### src/design/mcsc_pkg.sv
// Constants and types shared by the module clock stop control block
// What this block does
// - A peripheral whose clock stop bit is 0 gets no clock and halts.
// - Writing 1 to a clock stop bit restores that peripheral's clock.
// - Both clock stop registers reset to all ones; every peripheral clocked.
// - Register one gates timers A, C, F, G, the ADC and both serials.
// - Register two gates display driver, PWM, watchdog and event counter.
// - Each peripheral is gated only by its own bit, independently.
// - A gated peripheral is frozen exactly as in chip-wide standby.
// - An interrupt request pending at gating stays asserted while frozen.
package mcsc_pkg;

   // APB register map (byte addresses)
   localparam int ADDR_W = 12;
   localparam logic [ADDR_W-1:0] OFS_CLK_STOP_ONE = 12'h000;
   localparam logic [ADDR_W-1:0] OFS_CLK_STOP_TWO = 12'h004;
   localparam logic [ADDR_W-1:0] OFS_GATE_STATUS = 12'h008;

   // Reset values
   localparam logic [7:0] RST_CLK_STOP = 8'hff;

   // Bit positions in clock_stop_reg_one
   localparam int BIT_GATE_TIMER_A = 0;
   localparam int BIT_GATE_TIMER_C = 1;
   localparam int BIT_GATE_TIMER_F = 2;
   localparam int BIT_GATE_TIMER_G = 3;
   localparam int BIT_GATE_ADC = 4;
   localparam int BIT_GATE_SERIAL_TWO = 5;
   localparam int BIT_GATE_SERIAL_ONE = 6;
   localparam int REG_ONE_USED = 7;

   // Bit positions in clock_stop_reg_two
   localparam int BIT_GATE_DISPLAY_DRIVER = 0;
   localparam int BIT_GATE_PULSE_WIDTH_MOD = 1;
   localparam int BIT_GATE_WATCHDOG = 2;
   localparam int BIT_GATE_ASYNC_EVENT_COUNTER = 3;
   localparam int REG_TWO_USED = 4;

   // Peripheral vector: register one bits low, register two bits above
   localparam int NUM_PERIPH = REG_ONE_USED + REG_TWO_USED;

   // Gate status register fields
   localparam int STAT_FROZEN_LSB = 0;
   localparam int STAT_IRQ_HELD_LSB = 16;

   typedef logic [NUM_PERIPH-1:0] mcsc_periph_t;

endpackage : mcsc_pkg

### src/design/mcsc_clock_stop_control.sv
// Module clock stop control: APB registers and per-peripheral gating
//
// Design decisions made here: register access over APB and the address map.
module mcsc_clock_stop_control
   import mcsc_pkg::*;
(
   // Clock and reset
   input wire logic sys_clk,
   input wire logic srst,
   // APB slave
   input wire logic psel,
   input wire logic penable,
   input wire logic pwrite,
   input wire logic [ADDR_W-1:0] paddr,
   input wire logic [31:0] pwdata,
   input wire logic [3:0] pstrb,
   output logic [31:0] prdata,
   output logic pready,
   output logic pslverr,
   // Interrupt requests from the peripherals
   input wire logic [NUM_PERIPH-1:0] periphIrqIn,
   // Interrupt requests toward the interrupt controller
   output logic [NUM_PERIPH-1:0] periphIrqOut,
   // Clock enables to the peripherals
   output logic gateTimerAClkEn,
   output logic gateTimerCClkEn,
   output logic gateTimerFClkEn,
   output logic gateTimerGClkEn,
   output logic gateAdcClkEn,
   output logic gateSerialTwoClkEn,
   output logic gateSerialOneClkEn,
   output logic gateDisplayDriverClkEn,
   output logic gatePulseWidthModClkEn,
   output logic gateWatchdogClkEn,
   output logic gateAsyncEventCounterClkEn,
   // Freeze flags to the peripherals
   output logic [NUM_PERIPH-1:0] periphFrozen
);

   typedef struct packed {
      logic [7:0] clockStopRegOne;
      logic [7:0] clockStopRegTwo;
      logic [31:0] rdData;
      logic slvErr;
   } mcsc_state_t;

   mcsc_state_t state_q;
   mcsc_state_t state_d;

   mcsc_periph_t runBits;
   mcsc_periph_t clkEnVec;
   mcsc_periph_t frozenVec;
   mcsc_periph_t irqHeldVec;

   logic setupPhase;
   logic accessPhase;
   logic hitOne;
   logic hitTwo;
   logic hitStatus;
   logic mapped;
   logic [31:0] statusWord;

   // Address decode
   assign hitOne = (paddr == OFS_CLK_STOP_ONE);
   assign hitTwo = (paddr == OFS_CLK_STOP_TWO);
   assign hitStatus = (paddr == OFS_GATE_STATUS);
   assign mapped = hitOne | hitTwo | hitStatus;
   assign setupPhase = psel & ~penable;
   assign accessPhase = psel & penable;

   // Each peripheral takes only its own bit
   assign runBits = {state_q.clockStopRegTwo[REG_TWO_USED-1:0],
                     state_q.clockStopRegOne[REG_ONE_USED-1:0]};

   // Gate status: frozen flags and interrupts held by a frozen peripheral
   always_comb begin
      statusWord = 32'h0000_0000;
      statusWord[STAT_FROZEN_LSB +: NUM_PERIPH] = frozenVec;
      statusWord[STAT_IRQ_HELD_LSB +: NUM_PERIPH] = irqHeldVec & frozenVec;
   end

   always_comb begin
      state_d = state_q;
      // Read data and error are prepared in the setup cycle
      if (setupPhase) begin
         state_d.slvErr = ~mapped;
         state_d.rdData = 32'h0000_0000;
         if (!pwrite) begin
            if (hitOne) begin
               state_d.rdData = {24'h00_0000, state_q.clockStopRegOne};
            end else if (hitTwo) begin
               state_d.rdData = {24'h00_0000, state_q.clockStopRegTwo};
            end else if (hitStatus) begin
               state_d.rdData = statusWord;
            end else begin
               state_d.rdData = 32'h0000_0000;
            end
         end
      end
      // Writes take effect at the access edge, low byte lane only
      if (accessPhase && pwrite && pstrb[0]) begin
         if (hitOne) begin
            state_d.clockStopRegOne = pwdata[7:0];
         end else if (hitTwo) begin
            state_d.clockStopRegTwo = pwdata[7:0];
         end
      end
   end

   always_ff @(posedge sys_clk) begin
      if (srst) begin
         state_q.clockStopRegOne <= RST_CLK_STOP;
         state_q.clockStopRegTwo <= RST_CLK_STOP;
         state_q.rdData <= 32'h0000_0000;
         state_q.slvErr <= 1'b0;
      end else begin
         state_q <= state_d;
      end
   end

   // Zero wait states: every access completes in its first access cycle
   assign pready = 1'b1;
   assign prdata = state_q.rdData;
   assign pslverr = accessPhase & state_q.slvErr;

   // One gate per peripheral
   for (genvar i = 0; i < NUM_PERIPH; i++) begin : g_gate
      mcsc_clock_gate u_gate (
         .sys_clk(sys_clk),
         .srst(srst),
         .runBit(runBits[i]),
         .irqIn(periphIrqIn[i]),
         .clkEn(clkEnVec[i]),
         .frozen(frozenVec[i]),
         .irqOut(periphIrqOut[i])
      );
   end

   assign irqHeldVec = periphIrqOut;
   assign periphFrozen = frozenVec;

   // Named clock enables, register one
   assign gateTimerAClkEn = clkEnVec[BIT_GATE_TIMER_A];
   assign gateTimerCClkEn = clkEnVec[BIT_GATE_TIMER_C];
   assign gateTimerFClkEn = clkEnVec[BIT_GATE_TIMER_F];
   assign gateTimerGClkEn = clkEnVec[BIT_GATE_TIMER_G];
   assign gateAdcClkEn = clkEnVec[BIT_GATE_ADC];
   assign gateSerialTwoClkEn = clkEnVec[BIT_GATE_SERIAL_TWO];
   assign gateSerialOneClkEn = clkEnVec[BIT_GATE_SERIAL_ONE];

   // Named clock enables, register two
   assign gateDisplayDriverClkEn =
      clkEnVec[REG_ONE_USED + BIT_GATE_DISPLAY_DRIVER];
   assign gatePulseWidthModClkEn =
      clkEnVec[REG_ONE_USED + BIT_GATE_PULSE_WIDTH_MOD];
   assign gateWatchdogClkEn =
      clkEnVec[REG_ONE_USED + BIT_GATE_WATCHDOG];
   assign gateAsyncEventCounterClkEn =
      clkEnVec[REG_ONE_USED + BIT_GATE_ASYNC_EVENT_COUNTER];

endmodule : mcsc_clock_stop_control

### src/design/mcsc_clock_gate.sv
// One peripheral's clock enable, freeze flag and interrupt hold
module mcsc_clock_gate
   import mcsc_pkg::*;
(
   // Clock and reset
   input wire logic sys_clk,
   input wire logic srst,
   // Control from the clock stop register bit (0 stops the clock)
   input wire logic runBit,
   // Peripheral interrupt request as raised by the peripheral
   input wire logic irqIn,
   // Toward the peripheral and the interrupt controller
   output logic clkEn,
   output logic frozen,
   output logic irqOut
);

   typedef struct packed {
      logic clkEn;
      logic irqLatched;
   } mcsc_gate_state_t;

   mcsc_gate_state_t state_q;
   mcsc_gate_state_t state_d;

   always_comb begin
      state_d = state_q;
      // Enable follows the bit only at a clock edge, so never a runt pulse
      state_d.clkEn = runBit;
      // Track the request while running, hold it while frozen
      if (state_q.clkEn) begin
         state_d.irqLatched = irqIn;
      end
   end

   always_ff @(posedge sys_clk) begin
      if (srst) begin
         state_q.clkEn <= 1'b1;
         state_q.irqLatched <= 1'b0;
      end else begin
         state_q <= state_d;
      end
   end

   assign clkEn = state_q.clkEn;
   // Frozen is the same held state a chip-wide standby gives
   assign frozen = ~state_q.clkEn;
   assign irqOut = state_q.clkEn ? irqIn : state_q.irqLatched;

endmodule : mcsc_clock_gate

### config.mk
export PLATFORM = sky130hd
export DESIGN_NAME = mcsc_clock_stop_control
export DESIGN_NICKNAME = d
export VERILOG_FILES = /design/src/design/mcsc_pkg.sv /design/src/design/mcsc_clock_stop_control.sv /design/src/design/mcsc_clock_gate.sv
export SDC_FILE = /design/constraint.sdc
export NUM_CORES = 1
export LEC_CHECK = 0
export BUFFER_PORTS_ARGS = -buffer_cell sky130_fd_sc_hd__buf_2
export CAP_MARGIN = 20
export CORE_MARGIN = 4
export CORE_UTILIZATION = 50
export CTS_CLUSTER_SIZE = 24
export DETAILED_ROUTE_END_ITERATION = 10
export HOLD_SLACK_MARGIN = 0.08
export PLACE_DENSITY = 0.82
export REMOVE_ABC_BUFFERS = 1
export SYNTH_ARGS = -nofsm -noshare
export SYNTH_HDL_FRONTEND = slang
export SYNTH_HIERARCHICAL = 1
export SYNTH_SLANG_ARGS = --single-unit
### constraint.sdc
create_clock -name sys_clk -period 3.5 [get_ports sys_clk]
set_input_delay 0.7 -clock sys_clk [delete_from_list [all_inputs] [get_ports sys_clk]]
set_output_delay 0.7 -clock sys_clk [all_outputs]
set_load 0.01 [all_outputs]
**Word level (Yosys, flattened, before mapping)**

Index checks and enable logic that the tools add are counted.

- Add/sub/neg operators: 0
- Multiply operators: 0
- Divide/modulo/power cells: 0
- $lt $le $gt $ge: 0
- Equality and inequality tests: 2
- Shifts and indexed selects: 0
- Multiplexer cells: 15
- Bitwise gates (word level): 20
- Reduce and logical (&&, ||, !) cells: 5

Operators by type and width:

| cell | number |
|---|---|
| 27-bit 2-to-1 mux | 4 |
| 1-bit inverter | 14 |
| 12-bit by 3-bit == test with 1-bit output (second input constant) | 1 |
| 12-bit by 4-bit == test with 1-bit output (second input constant) | 1 |
| 12-bit logical NOT | 1 |
| 11-bit bitwise AND | 1 |
| 1-bit 2-to-1 mux | 11 |
| 1-bit bitwise AND | 3 |
| 3-bit AND reduction | 1 |
| 1-bit logical AND | 2 |
| 1-bit bitwise OR | 2 |
| 2-bit AND reduction | 1 |

- Register bits after elaboration: 71
- Latch bits: 0
- RAM bits: 0
- Memory bits (read-only): 0
- Bits of input ports: 64
- Word-level logic and storage cells: 68
- Memories: 0

**Longest topological paths before layout**

Gate-level depths: netlist (run 1).

- Depth after elaboration: 6
- Gate-level depth with buffers: 5
- Mapped depth without buffers: 4

**Hierarchy**

The synthesis (run 1) kept the hierarchy.

By module, submodules not included:

| module | times used | cells an instance | area each (um^2) | seq. area each (um^2) |
|---|---|---|---|---|
| mcsc_clock_stop_control | 1 | 202 | 1981.9 | 780.7 |
| mcsc_clock_gate | 11 | 6 | 78.8 | 40.0 |

**Least setup slack after synthesis (run 1)**

No wires, ideal clock.

- Path type: input port to flip-flop
- Start: input paddr[9]
- End: register state_q (netlist bit runBits[0])
- Setup time: 0.123 ns
- Arrival: 1.661 ns
- Setup slack: 1.717 ns
- Stages: 3
- Path through: nor4_4 nand4_4 mux2i_1

- Longest elaborated chain between the ends: 2

Ends and longest elaborated chain:

| element | RTL line | RTL |
|---|---|---|
| from (decl) | mcsc_clock_stop_control.sv:14 | `input wire logic [ADDR_W-1:0] paddr,` |
| 12-bit logical NOT | mcsc_clock_stop_control.sv:64 | `assign hitOne = (paddr == OFS_CLK_STOP_ONE);` |
| 2-bit AND reduction (no line) | - |  |
| to (signal assigned) | mcsc_clock_stop_control.sv:117 | `state_q <= state_d;` |
| to (decl) | mcsc_clock_stop_control.sv:47 | `mcsc_state_t state_q;` |

No other way between the ends.
A chain may end at the register's enable or synchronous reset.

**Worst setup path in the final report (run 1)**

- Start: input periphIrqIn[3]
- End: output periphIrqOut[3]

- Longest elaborated chain between the ends: 1

Ends and longest elaborated chain:

| element | RTL line | RTL |
|---|---|---|
| from (decl) | mcsc_clock_stop_control.sv:21 | `input wire logic [NUM_PERIPH-1:0] periphIrqIn,` |
| 1-bit 2-to-1 mux | mcsc_clock_gate.sv:48 | `assign irqOut = state_q.clkEn ? irqIn : state_q.irqLatched;` |
| to (decl) | mcsc_clock_stop_control.sv:23 | `output logic [NUM_PERIPH-1:0] periphIrqOut,` |

No other way between the ends.

==> out/metrics.yaml, run 1 <==
clock_tree:
  cts_sinks: 61
  cts_root_buf: "clkbuf_8"
  tritoncts: "done"
  h-tree-depth: 3
  path_clk_slew_ns: 0.06
  cts_hold_buf: 0
  cts_buffer_depth: 2
  numCtsBuffers: 9
  ctsResizeCount: 0
  cts_setup_buffers: 0
  worstSkewPairLatency_ns: 0.32
critical_path:
  start_kind: "input pin"
  slowest_delay_ns: 0.27
  critPathKind: "input pin to output pin"
  crit_fanout: 3
  cp.arrival_ns: 1.21
  slowest_stage: "mux2_4"
  cp_common_cell: "buf_2"
  critPathRequiredTime_ns: 2.80
  setup.worst_path.end_class: "output pin"
  path_cells: "buf_2, mux2_4, buf_2"
global_routing:
  busiest_layer: "met2"
  grt_use_met1_pct: 21.3
  met3_usage_pct: 5.53
  grt_first_pass_wirelength_microns: 9850
  grt-ovfl-total: 0
  antenna_found_initial: 0
  grt_max_degree: 52
  grt_use_total_pct: 17.4
  grt_pass1_vias: 2116
  grt_util_met2_pct: 27.9
synth:
  ys_seq_area_share_pct: 42.9
  yosysWarnings: 6
  syn_area_per_cell_sq_um: 10.6
  syn_inst: 268
  post_synth_num_cell_types: 32
  ys_ff_latch: 61
  mappedNetlistArea_sq_um: 2850
timing:
  tightest_slew_ns: 0.861
  fmax_mhz: 522
  hold_violations: 0
  finalSetupTns_ns: 0
  finalMaxSlewViolations: 0
  max_slew_margin_pct: 42.4
  finalClockSkew_ns: 0.00574
  finalCriticalPeriod_ns: 1.91
  rsz0062_at_grt: "no"
  timing.final.crit_share_pct: 54.7
  final-setup-viol-count: 0
power:
  power_frac_seq_pct: 51.6
  power.total_mw: 1.36
  clkPwrFrac_pct: 39.7
  switching_share_pct: 23.2
  leakage_nw: 1.70
  internal-power_mw: 1.05
  worst_ir_drop_vdd_mv: 0.236
  p_sw_mw: 0.316
  pwr-share-comb_pct: 8.7
  p_per_area_nw_per_um2: 410
floorplan:
  die_area_sq_um: 6970
  row_count: 27
  start_util_pct: 51.7
  num_io_pins: 131
  fp.dieW_microns: 83.5
  core_sq_um: 5510
  die_h_microns: 83.5
cells_and_area:
  layout_commonest_cell: "buf_2"
  drive_above_1_share_pct: 45.9
  multi_input_area_sq_um: 1320
  final_cell_mix: "buf_2 (92), dfxtp_1 (61), nor2_1 (25)"
  antenna_cells: 0
  nets: 403
  area_growth_pct: 16.9
  fillCellCount: 459
  seqCellArea_sq_um: 1220
drt:
  drc: 0
  drt-pass1-iter-count: 4
  drt_iter0_markers: 83
  via_count: 2122
  avgViaCountPerCell: 5.10
  drt_wl_total_microns: 5900
  routedWlPerCell_microns: 14.2
  ant_nets: 0
placed_design:
  post-dp-hpwl_microns: 4260
  globalplace.congestion: 0.839
  io_buffers: 92
run_status:
  status: "completed"
worst_hold_path:
  min_path_type: "flop to flop"
flow_run:
  maxCapViolCount: 0
power groups by stage:
stage / clock (mW) / combinational [mW] / sequential (mW)
2_1_floorplan: 0 / 0.0628 / 0.719
6_report: 0.541 / 0.119 / 0.704
4_1_cts: 0.557 / 0.119 / 0.704
3_3_place_gp: 0 / 0.117 / 0.719
3_5_place_dp: 0 / 0.119 / 0.720
5_1_grt: 0.590 / 0.131 / 0.704
flip-flops by register name, summed over array words and instances (netlist names):
register and flops:
prdata 22, g_gate.u_gate/clkEn 11, g_gate.u_gate/state_q 11, runBits 11
state_q 6
cell type report:
cell class	instances	share of cell area, %
flip-flops and latches	61	36.7
inverters	15	1.69
well taps	72	2.71
repair buffers	93	14.1
clock inverters	4	0.676
multi-input cells	159	39.5
clock buffers	12	4.66
logic make-up (layout without fill, tap and decap cells):
group / count (synthesis) / in the layout / share of synthesized area [%]
AO/OA/AOI/OAI: 32 / 32 / 9.84
multiplexers: 35 / 35 / 14.6
AND/OR/NAND/NOR: 81 / 81 / 20.2
buffers and inverters: 57 / 124 / 12.2
flip-flops: 61 / 61 / 42.9
other: 2 / 11 / 0.264
Yosys cell counts, drive strengths merged:
| library cell | number | area, sq um |
|---|---|---|
| and4 | 1 | 8.76 |
| nor4b | 3 | 26.3 |
| a211oi | 4 | 30.0 |
| a41o | 1 | 11.3 |
| mux2 | 19 | 255 |
| conb | 2 | 7.51 |
| a21oi | 1 | 5.00 |
| nor2b | 13 | 164 |
| a22oi | 4 | 30.0 |
| clkbuf | 5 | 18.8 |
| nand4 | 5 | 76.3 |
| nor4 | 3 | 55.1 |
| nand2 | 17 | 63.8 |
| or2 | 11 | 68.8 |
| nand2b | 1 | 6.26 |
| dfxtp | 61 | 1220 |
| buf | 37 | 273 |
| and3 | 1 | 6.26 |
| a222oi | 4 | 40.0 |
| nor2 | 25 | 93.8 |
| inv | 15 | 56.3 |
| nor3b | 1 | 7.51 |
| o2bb2ai | 18 | 164 |
| mux2i | 16 | 160 |
critical path: cells and delay by family:
family | cells | cell delay, ns
buffers and inverters | 2 | 0.25
muxes | 1 | 0.27
routing by layer:
metal / share of wire [%] / up-vias
met2: 47 / 86
met4: 1.8 / 0
met3: 7.8 / 10
met1: 43 / 1006
met5: 0 / -
li1: - / 1020
through the flow:
stage               worst slack, ns  hold WS, ns  cells  util (%)  area [sq um]
detailed placement             1.25        0.441    400      57.2          3150
global placement               1.26        0.439    400      57.2          3150
finish                         1.59        0.460    416      60.5          3330
CTS                            1.57        0.456    416      60.5          3330
floorplan                      1.56        0.421    235         -          2590
global route                   1.40        0.481    416      60.5          3330
final timing paths:
path | to | cells past startpoint | slack [ns] | start
max | periphIrqOut[3] | 3 | 1.59 | periphIrqIn[3]
min | state_q[0]$_SDFFE_PP0P_ | 2 | 0.46 | state_q[0]$_SDFFE_PP0P_
max reg2reg | prdata[4]$_SDFFE_PP0P_ | 4 | 2.25 | g_gate[4].u_gate/clkEn$_SDFF_PP1_
min reg2reg | state_q[0]$_SDFFE_PP0P_ | 2 | 0.46 | state_q[0]$_SDFFE_PP0P_
No activity file was read; power rests on OpenSTA's default activity.
==> run 2: changes to the inputs <==
CORE_UTILIZATION = 42   (was 50)
PLACE_DENSITY = 0.73   (was 0.82)
clock period = 1.7 ns   (was 3.5 ns; I/O delays follow)
==> run 2 against run 1 <==
  * Power up 120%
  * Clock power grew 140%
  * Routed wire length grew 2.4%
  * Sequential cell count unchanged
  * Via count is 0.33% lower
==> out/metrics.yaml, run 2 (same netlist as run 1, synthesis figures left out) <==
clock_tree:
  cts_root_buf: "clkbuf_8"
  worstSkewPairLatency_ns: 0.33
  cts_hold_buf: 0
  cts_setup_buffers: 0
  tritoncts: "done"
  h-tree-depth: 3
  cts_buffer_depth: 2
  numCtsBuffers: 9
  ctsResizeCount: 0
  path_clk_slew_ns: 0.07
  cts_sinks: 61
global_routing:
  antenna_found_initial: 0
  grt-ovfl-total: 0
  grt_first_pass_wirelength_microns: 10000
  grt_max_degree: 43
  grt_use_total_pct: 15.2
  grt_pass1_vias: 2072
worst_hold_path:
  min_path_type: "input pin to flop"
  hp-start: "pwdata[6]"
cells_and_area:
  final_area_sq_um: 3440
  antenna_cells: 0
  postLayoutCoreUtil_pct: 53.3
  drive_above_1_share_pct: 47.7
  layout_commonest_cell: "buf_2"
  area_growth_pct: 20.9
  largest_reg_flops: 22
  final_cell_mix: "buf_2 (92), dfxtp_1 (61), nor2_1 (25)"
  nets: 413
drt:
  routedWlPerCell_microns: 14.0
  avgViaCountPerCell: 4.91
  ant_nets: 0
  drt_iter0_markers: 95
  via_count: 2115
  drt-pass1-iter-count: 4
  drc: 0
  drt_wl_total_microns: 6040
floorplan:
  die_area_sq_um: 8160
  fp.dieW_microns: 90.4
  core_sq_um: 6460
  die_h_microns: 90.4
  num_io_pins: 131
  row_count: 29
  start_util_pct: 44.1
power:
  worst_ir_drop_vdd_mv: 0.515
  power.total_mw: 3.02
  pwr-share-comb_pct: 8.6
  p_per_area_nw_per_um2: 878
  leakage_nw: 1.76
  power_frac_seq_pct: 47.9
  internal-power_mw: 2.32
  switching_share_pct: 23.1
  clkPwrFrac_pct: 43.5
  p_sw_mw: 0.699
flow_run:
  maxCapViolCount: 0
timing:
  finalCriticalPeriod_ns: 1.52
  max_slew_margin_pct: 36.4
  timing.final.crit_share_pct: 89.2
  final-setup-viol-count: 0
  finalMaxSlewViolations: 0
  hold_violations: 0
  finalClockSkew_ns: 0.00813
  rsz0062_at_grt: "no"
  hold-worst-slack_ns: 0.275
  tightest_slew_ns: 0.950
  fmax_mhz: 659
  finalSetupTns_ns: 0
critical_path:
  path_delay_family: "flip-flops"
  critPathRequiredTime_ns: 1.36
  crit_fanout: 3
  path_cells: "mux2_4, buf_2"
  slowest_stage: "dfxtp_1"
  start_kind: "flop"
  cp.arrival_ns: 1.18
  critPathBufInv: 1
  r2r_start: "g_gate[4].u_gate/clkEn$_SDFF_PP1_"
  critPathKind: "flop to output pin"
  slowest_delay_ns: 0.38
  setup.worst_path.end_class: "output pin"
  cp-startpoint: "g_gate[10].u_gate/clkEn$_SDFF_PP1_"
placed_design:
  post-dp-hpwl_microns: 4430
  io_buffers: 92
  place_area_sq_um: 3230
  globalplace.congestion: 0.793
run_status:
  status: "completed"
[run 2: power groups by stage]
stage	sequential [mW]	clock [mW]	combinational (mW)
after floorplan	1.48	0	0.129
after global placement	1.48	0	0.255
after detailed placement	1.48	0	0.259
after CTS	1.45	1.35	0.260
after global routing	1.45	1.41	0.284
final	1.45	1.32	0.259
[run 2: worst paths after layout]
check	endpoint	slack [ns]	depth (start not counted)
max	periphIrqOut[10]	0.18	2
min	state_q[39]$_SDFFE_PP1P_	0.28	3
max reg2reg	prdata[4]$_SDFFE_PP0P_	0.47	4
min reg2reg	prdata[9]$_SDFFE_PP0P_	0.46	1
[run 2: metal layers]
| layer | up-vias | GRT usage (%) | wire length [microns] |
|---|---|---|---|
| met2 | 84 | 25.1 | 2870 |
| met3 | 9 | 5.42 | 434 |
| met1 | 978 | 18.5 | 2660 |
| li1 | 1044 | - | - |
| met5 | - | 0 | 0 |
| met4 | 0 | 4.59 | 76 |
[run 2: layout make-up]
class	count	area, sq um
Tap cell	77	96.3
Fill cell	594	3020
Multi-Input combinational cell	159	1320
Inverter	15	56.3
Clock inverter	5	58.8
Sequential cell	61	1220
Clock buffer	11	151
Timing Repair Buffer	103	543
[run 2: worst min-delay path, cell delays in order]
cell	delay [ns]
buf_2	0.08
nor2_1	0.05
mux2i_1	0.11
[run 2: stage by stage]
stage          cells  setup slack [ns]
2_1_floorplan    235             0.120
3_3_place_gp     415            0.0519
3_5_place_dp     415            0.0438
4_1_cts          431             0.159
5_1_grt          431             0.126
6_report         431             0.183
==> run 3: changes to the inputs <==
PLACE_DENSITY = 0.76   (was 0.73)
TNS_END_PERCENT = 20   (was unset)
==> run 3 against run 2 <==
  * First-iteration DRC count decreased by 23%
  * Sequential cell count unchanged
  * Utilization decreased by 0.19 points
  * Sequential power about the same
  * Critical path type unchanged
  * Non-clock buffer count decreased by 1
==> out/metrics.yaml, run 3 (same netlist as run 1, synthesis figures left out) <==
global_routing:
  grt-ovfl-total: 0
  grt_use_total_pct: 15.2
  grt_pass1_vias: 1996
  grt_first_pass_wirelength_microns: 9750
  grt_max_degree: 45
  antenna_found_initial: 0
floorplan:
  row_count: 29
  fp.dieW_microns: 90.4
  num_io_pins: 131
  start_util_pct: 44.1
  die_h_microns: 90.4
  die_area_sq_um: 8160
  core_sq_um: 6460
timing:
  finalSetupTns_ns: 0
  finalMaxSlewViolations: 0
  finalClockSkew_ns: 0.00651
  finalCriticalPeriod_ns: 1.51
  hold-worst-slack_ns: 0.276
  hold_violations: 0
  tightest_slew_ns: 0.923
  timing.final.crit_share_pct: 88.9
  rsz0062_at_grt: "no"
  max_slew_margin_pct: 38.2
  fmax_mhz: 661
  final-setup-viol-count: 0
power:
  switching_share_pct: 23.1
  pwr-share-comb_pct: 8.8
  power_frac_seq_pct: 48.8
  p_sw_mw: 0.686
  leakage_nw: 1.76
  worst_ir_drop_vdd_mv: 0.430
  clkPwrFrac_pct: 42.4
  internal-power_mw: 2.28
  p_per_area_nw_per_um2: 865
clock_tree:
  h-tree-depth: 3
  cts_sinks: 61
  cts_root_buf: "clkbuf_8"
  cts_setup_buffers: 0
  worstSkewPairLatency_ns: 0.33
  path_clk_slew_ns: 0.07
  numCtsBuffers: 9
  cts_buffer_depth: 2
  tritoncts: "done"
  ctsResizeCount: 0
  cts_hold_buf: 0
cells_and_area:
  largest_reg_flops: 22
  layout_commonest_cell: "buf_2"
  antenna_cells: 0
  drive_above_1_share_pct: 47.0
  area_growth_pct: 20.4
  postLayoutCoreUtil_pct: 53.1
  fillCellCount: 590
  final_cell_mix: "buf_2 (92), dfxtp_1 (61), nor2_1 (25)"
  nets: 412
critical_path:
  r2r_slack_ns: 0.49
  start_kind: "flop"
  crit_fanout: 3
  setup.worst_path.end_class: "output pin"
  reg2reg_to: "prdata[7]$_SDFFE_PP0P_"
  rr_worst_depth: 4
  cp-startpoint: "g_gate[10].u_gate/clkEn$_SDFF_PP1_"
  critical_path.endpoint: "periphIrqOut[10]"
  cp.arrival_ns: 1.17
  r2r_start: "g_gate[7].u_gate/clkEn$_SDFF_PP1_"
  critPathKind: "flop to output pin"
  critPathRequiredTime_ns: 1.36
drt:
  via_count: 2094
  ant_nets: 0
  drt-pass1-iter-count: 4
  drc: 0
  routedWlPerCell_microns: 14.0
  drt_wl_total_microns: 6030
  avgViaCountPerCell: 4.87
  drt_iter0_markers: 73
run_status:
  status: "completed"
placed_design:
  io_buffers: 92
  globalplace.congestion: 0.769
  post-dp-hpwl_microns: 4410
worst_hold_path:
  min_path_type: "input pin to flop"
flow_run:
  maxCapViolCount: 0
## run 3: cell count changes in the layout (fill, tap and decap cells not counted), sizes merged
cell | previous run | this run
buf | 103 | 102
clkbuf | 11 | 12
clkinvlp | 2 | 1
## run 3: layout make-up
class	count	area [sq um]	share of cell area (%)
clock buffer	12	145	4.23
multi-input combinational	159	1320	38.4
timing repair buffer	102	548	16.0
sequential	61	1220	35.6
clock inverter	4	47.5	1.39
tap	77	96.3	2.81
inverter	15	56.3	1.64
## run 3: worst min path at each step
stage,from,to,slack [ns],depth (start not counted)
after floorplan,srst,g_gate[0].u_gate/state_q[0]$_SDFF_PP0_,0.40,1
after global placement,prdata[16]$_SDFFE_PP0P_,prdata[16]$_SDFFE_PP0P_,0.44,1
after detailed placement,prdata[16]$_SDFFE_PP0P_,prdata[16]$_SDFFE_PP0P_,0.44,1
after CTS,pwdata[5],runBits[5]$_SDFFE_PP1P_,0.26,3
after global routing,pwdata[5],runBits[5]$_SDFFE_PP1P_,0.27,3
final,pwdata[7],state_q[40]$_SDFFE_PP1P_,0.28,3
## run 3: worst max-delay path: stages (launching register included)
cell,delay [ns]
dfxtp_1,0.38
mux2_4,0.32
buf_2,0.14
## run 3: layer usage
| layer | vias up | GRT usage (%) | wire length, microns |
|---|---|---|---|
| li1 | 1041 | - | - |
| met1 | 960 | 17.9 | 2650 |
| met2 | 81 | 24.4 | 2840 |
| met3 | 12 | 5.58 | 410 |
| met4 | 0 | 7.14 | 125 |
| met5 | - | 0 | 0 |
## run 3: power by group through the flow
stage	sequential, mW	clock (mW)	combinational, mW
after floorplan	1.48	0	0.129
after CTS	1.45	1.30	0.264
after global routing	1.45	1.37	0.284
final	1.45	1.26	0.260
after global placement	1.48	0	0.257
after detailed placement	1.48	0	0.263
## run 3: through the flow
stage,worst slack (ns),instances,instance area [sq um],total power [mW]
CTS,0.165,430,3430,3.01
global placement,0.0682,414,3240,1.74
finish,0.188,430,3430,2.97
detailed placement,0.0467,414,3240,1.74
floorplan,0.120,235,2590,1.61
global route,0.138,430,3430,3.10
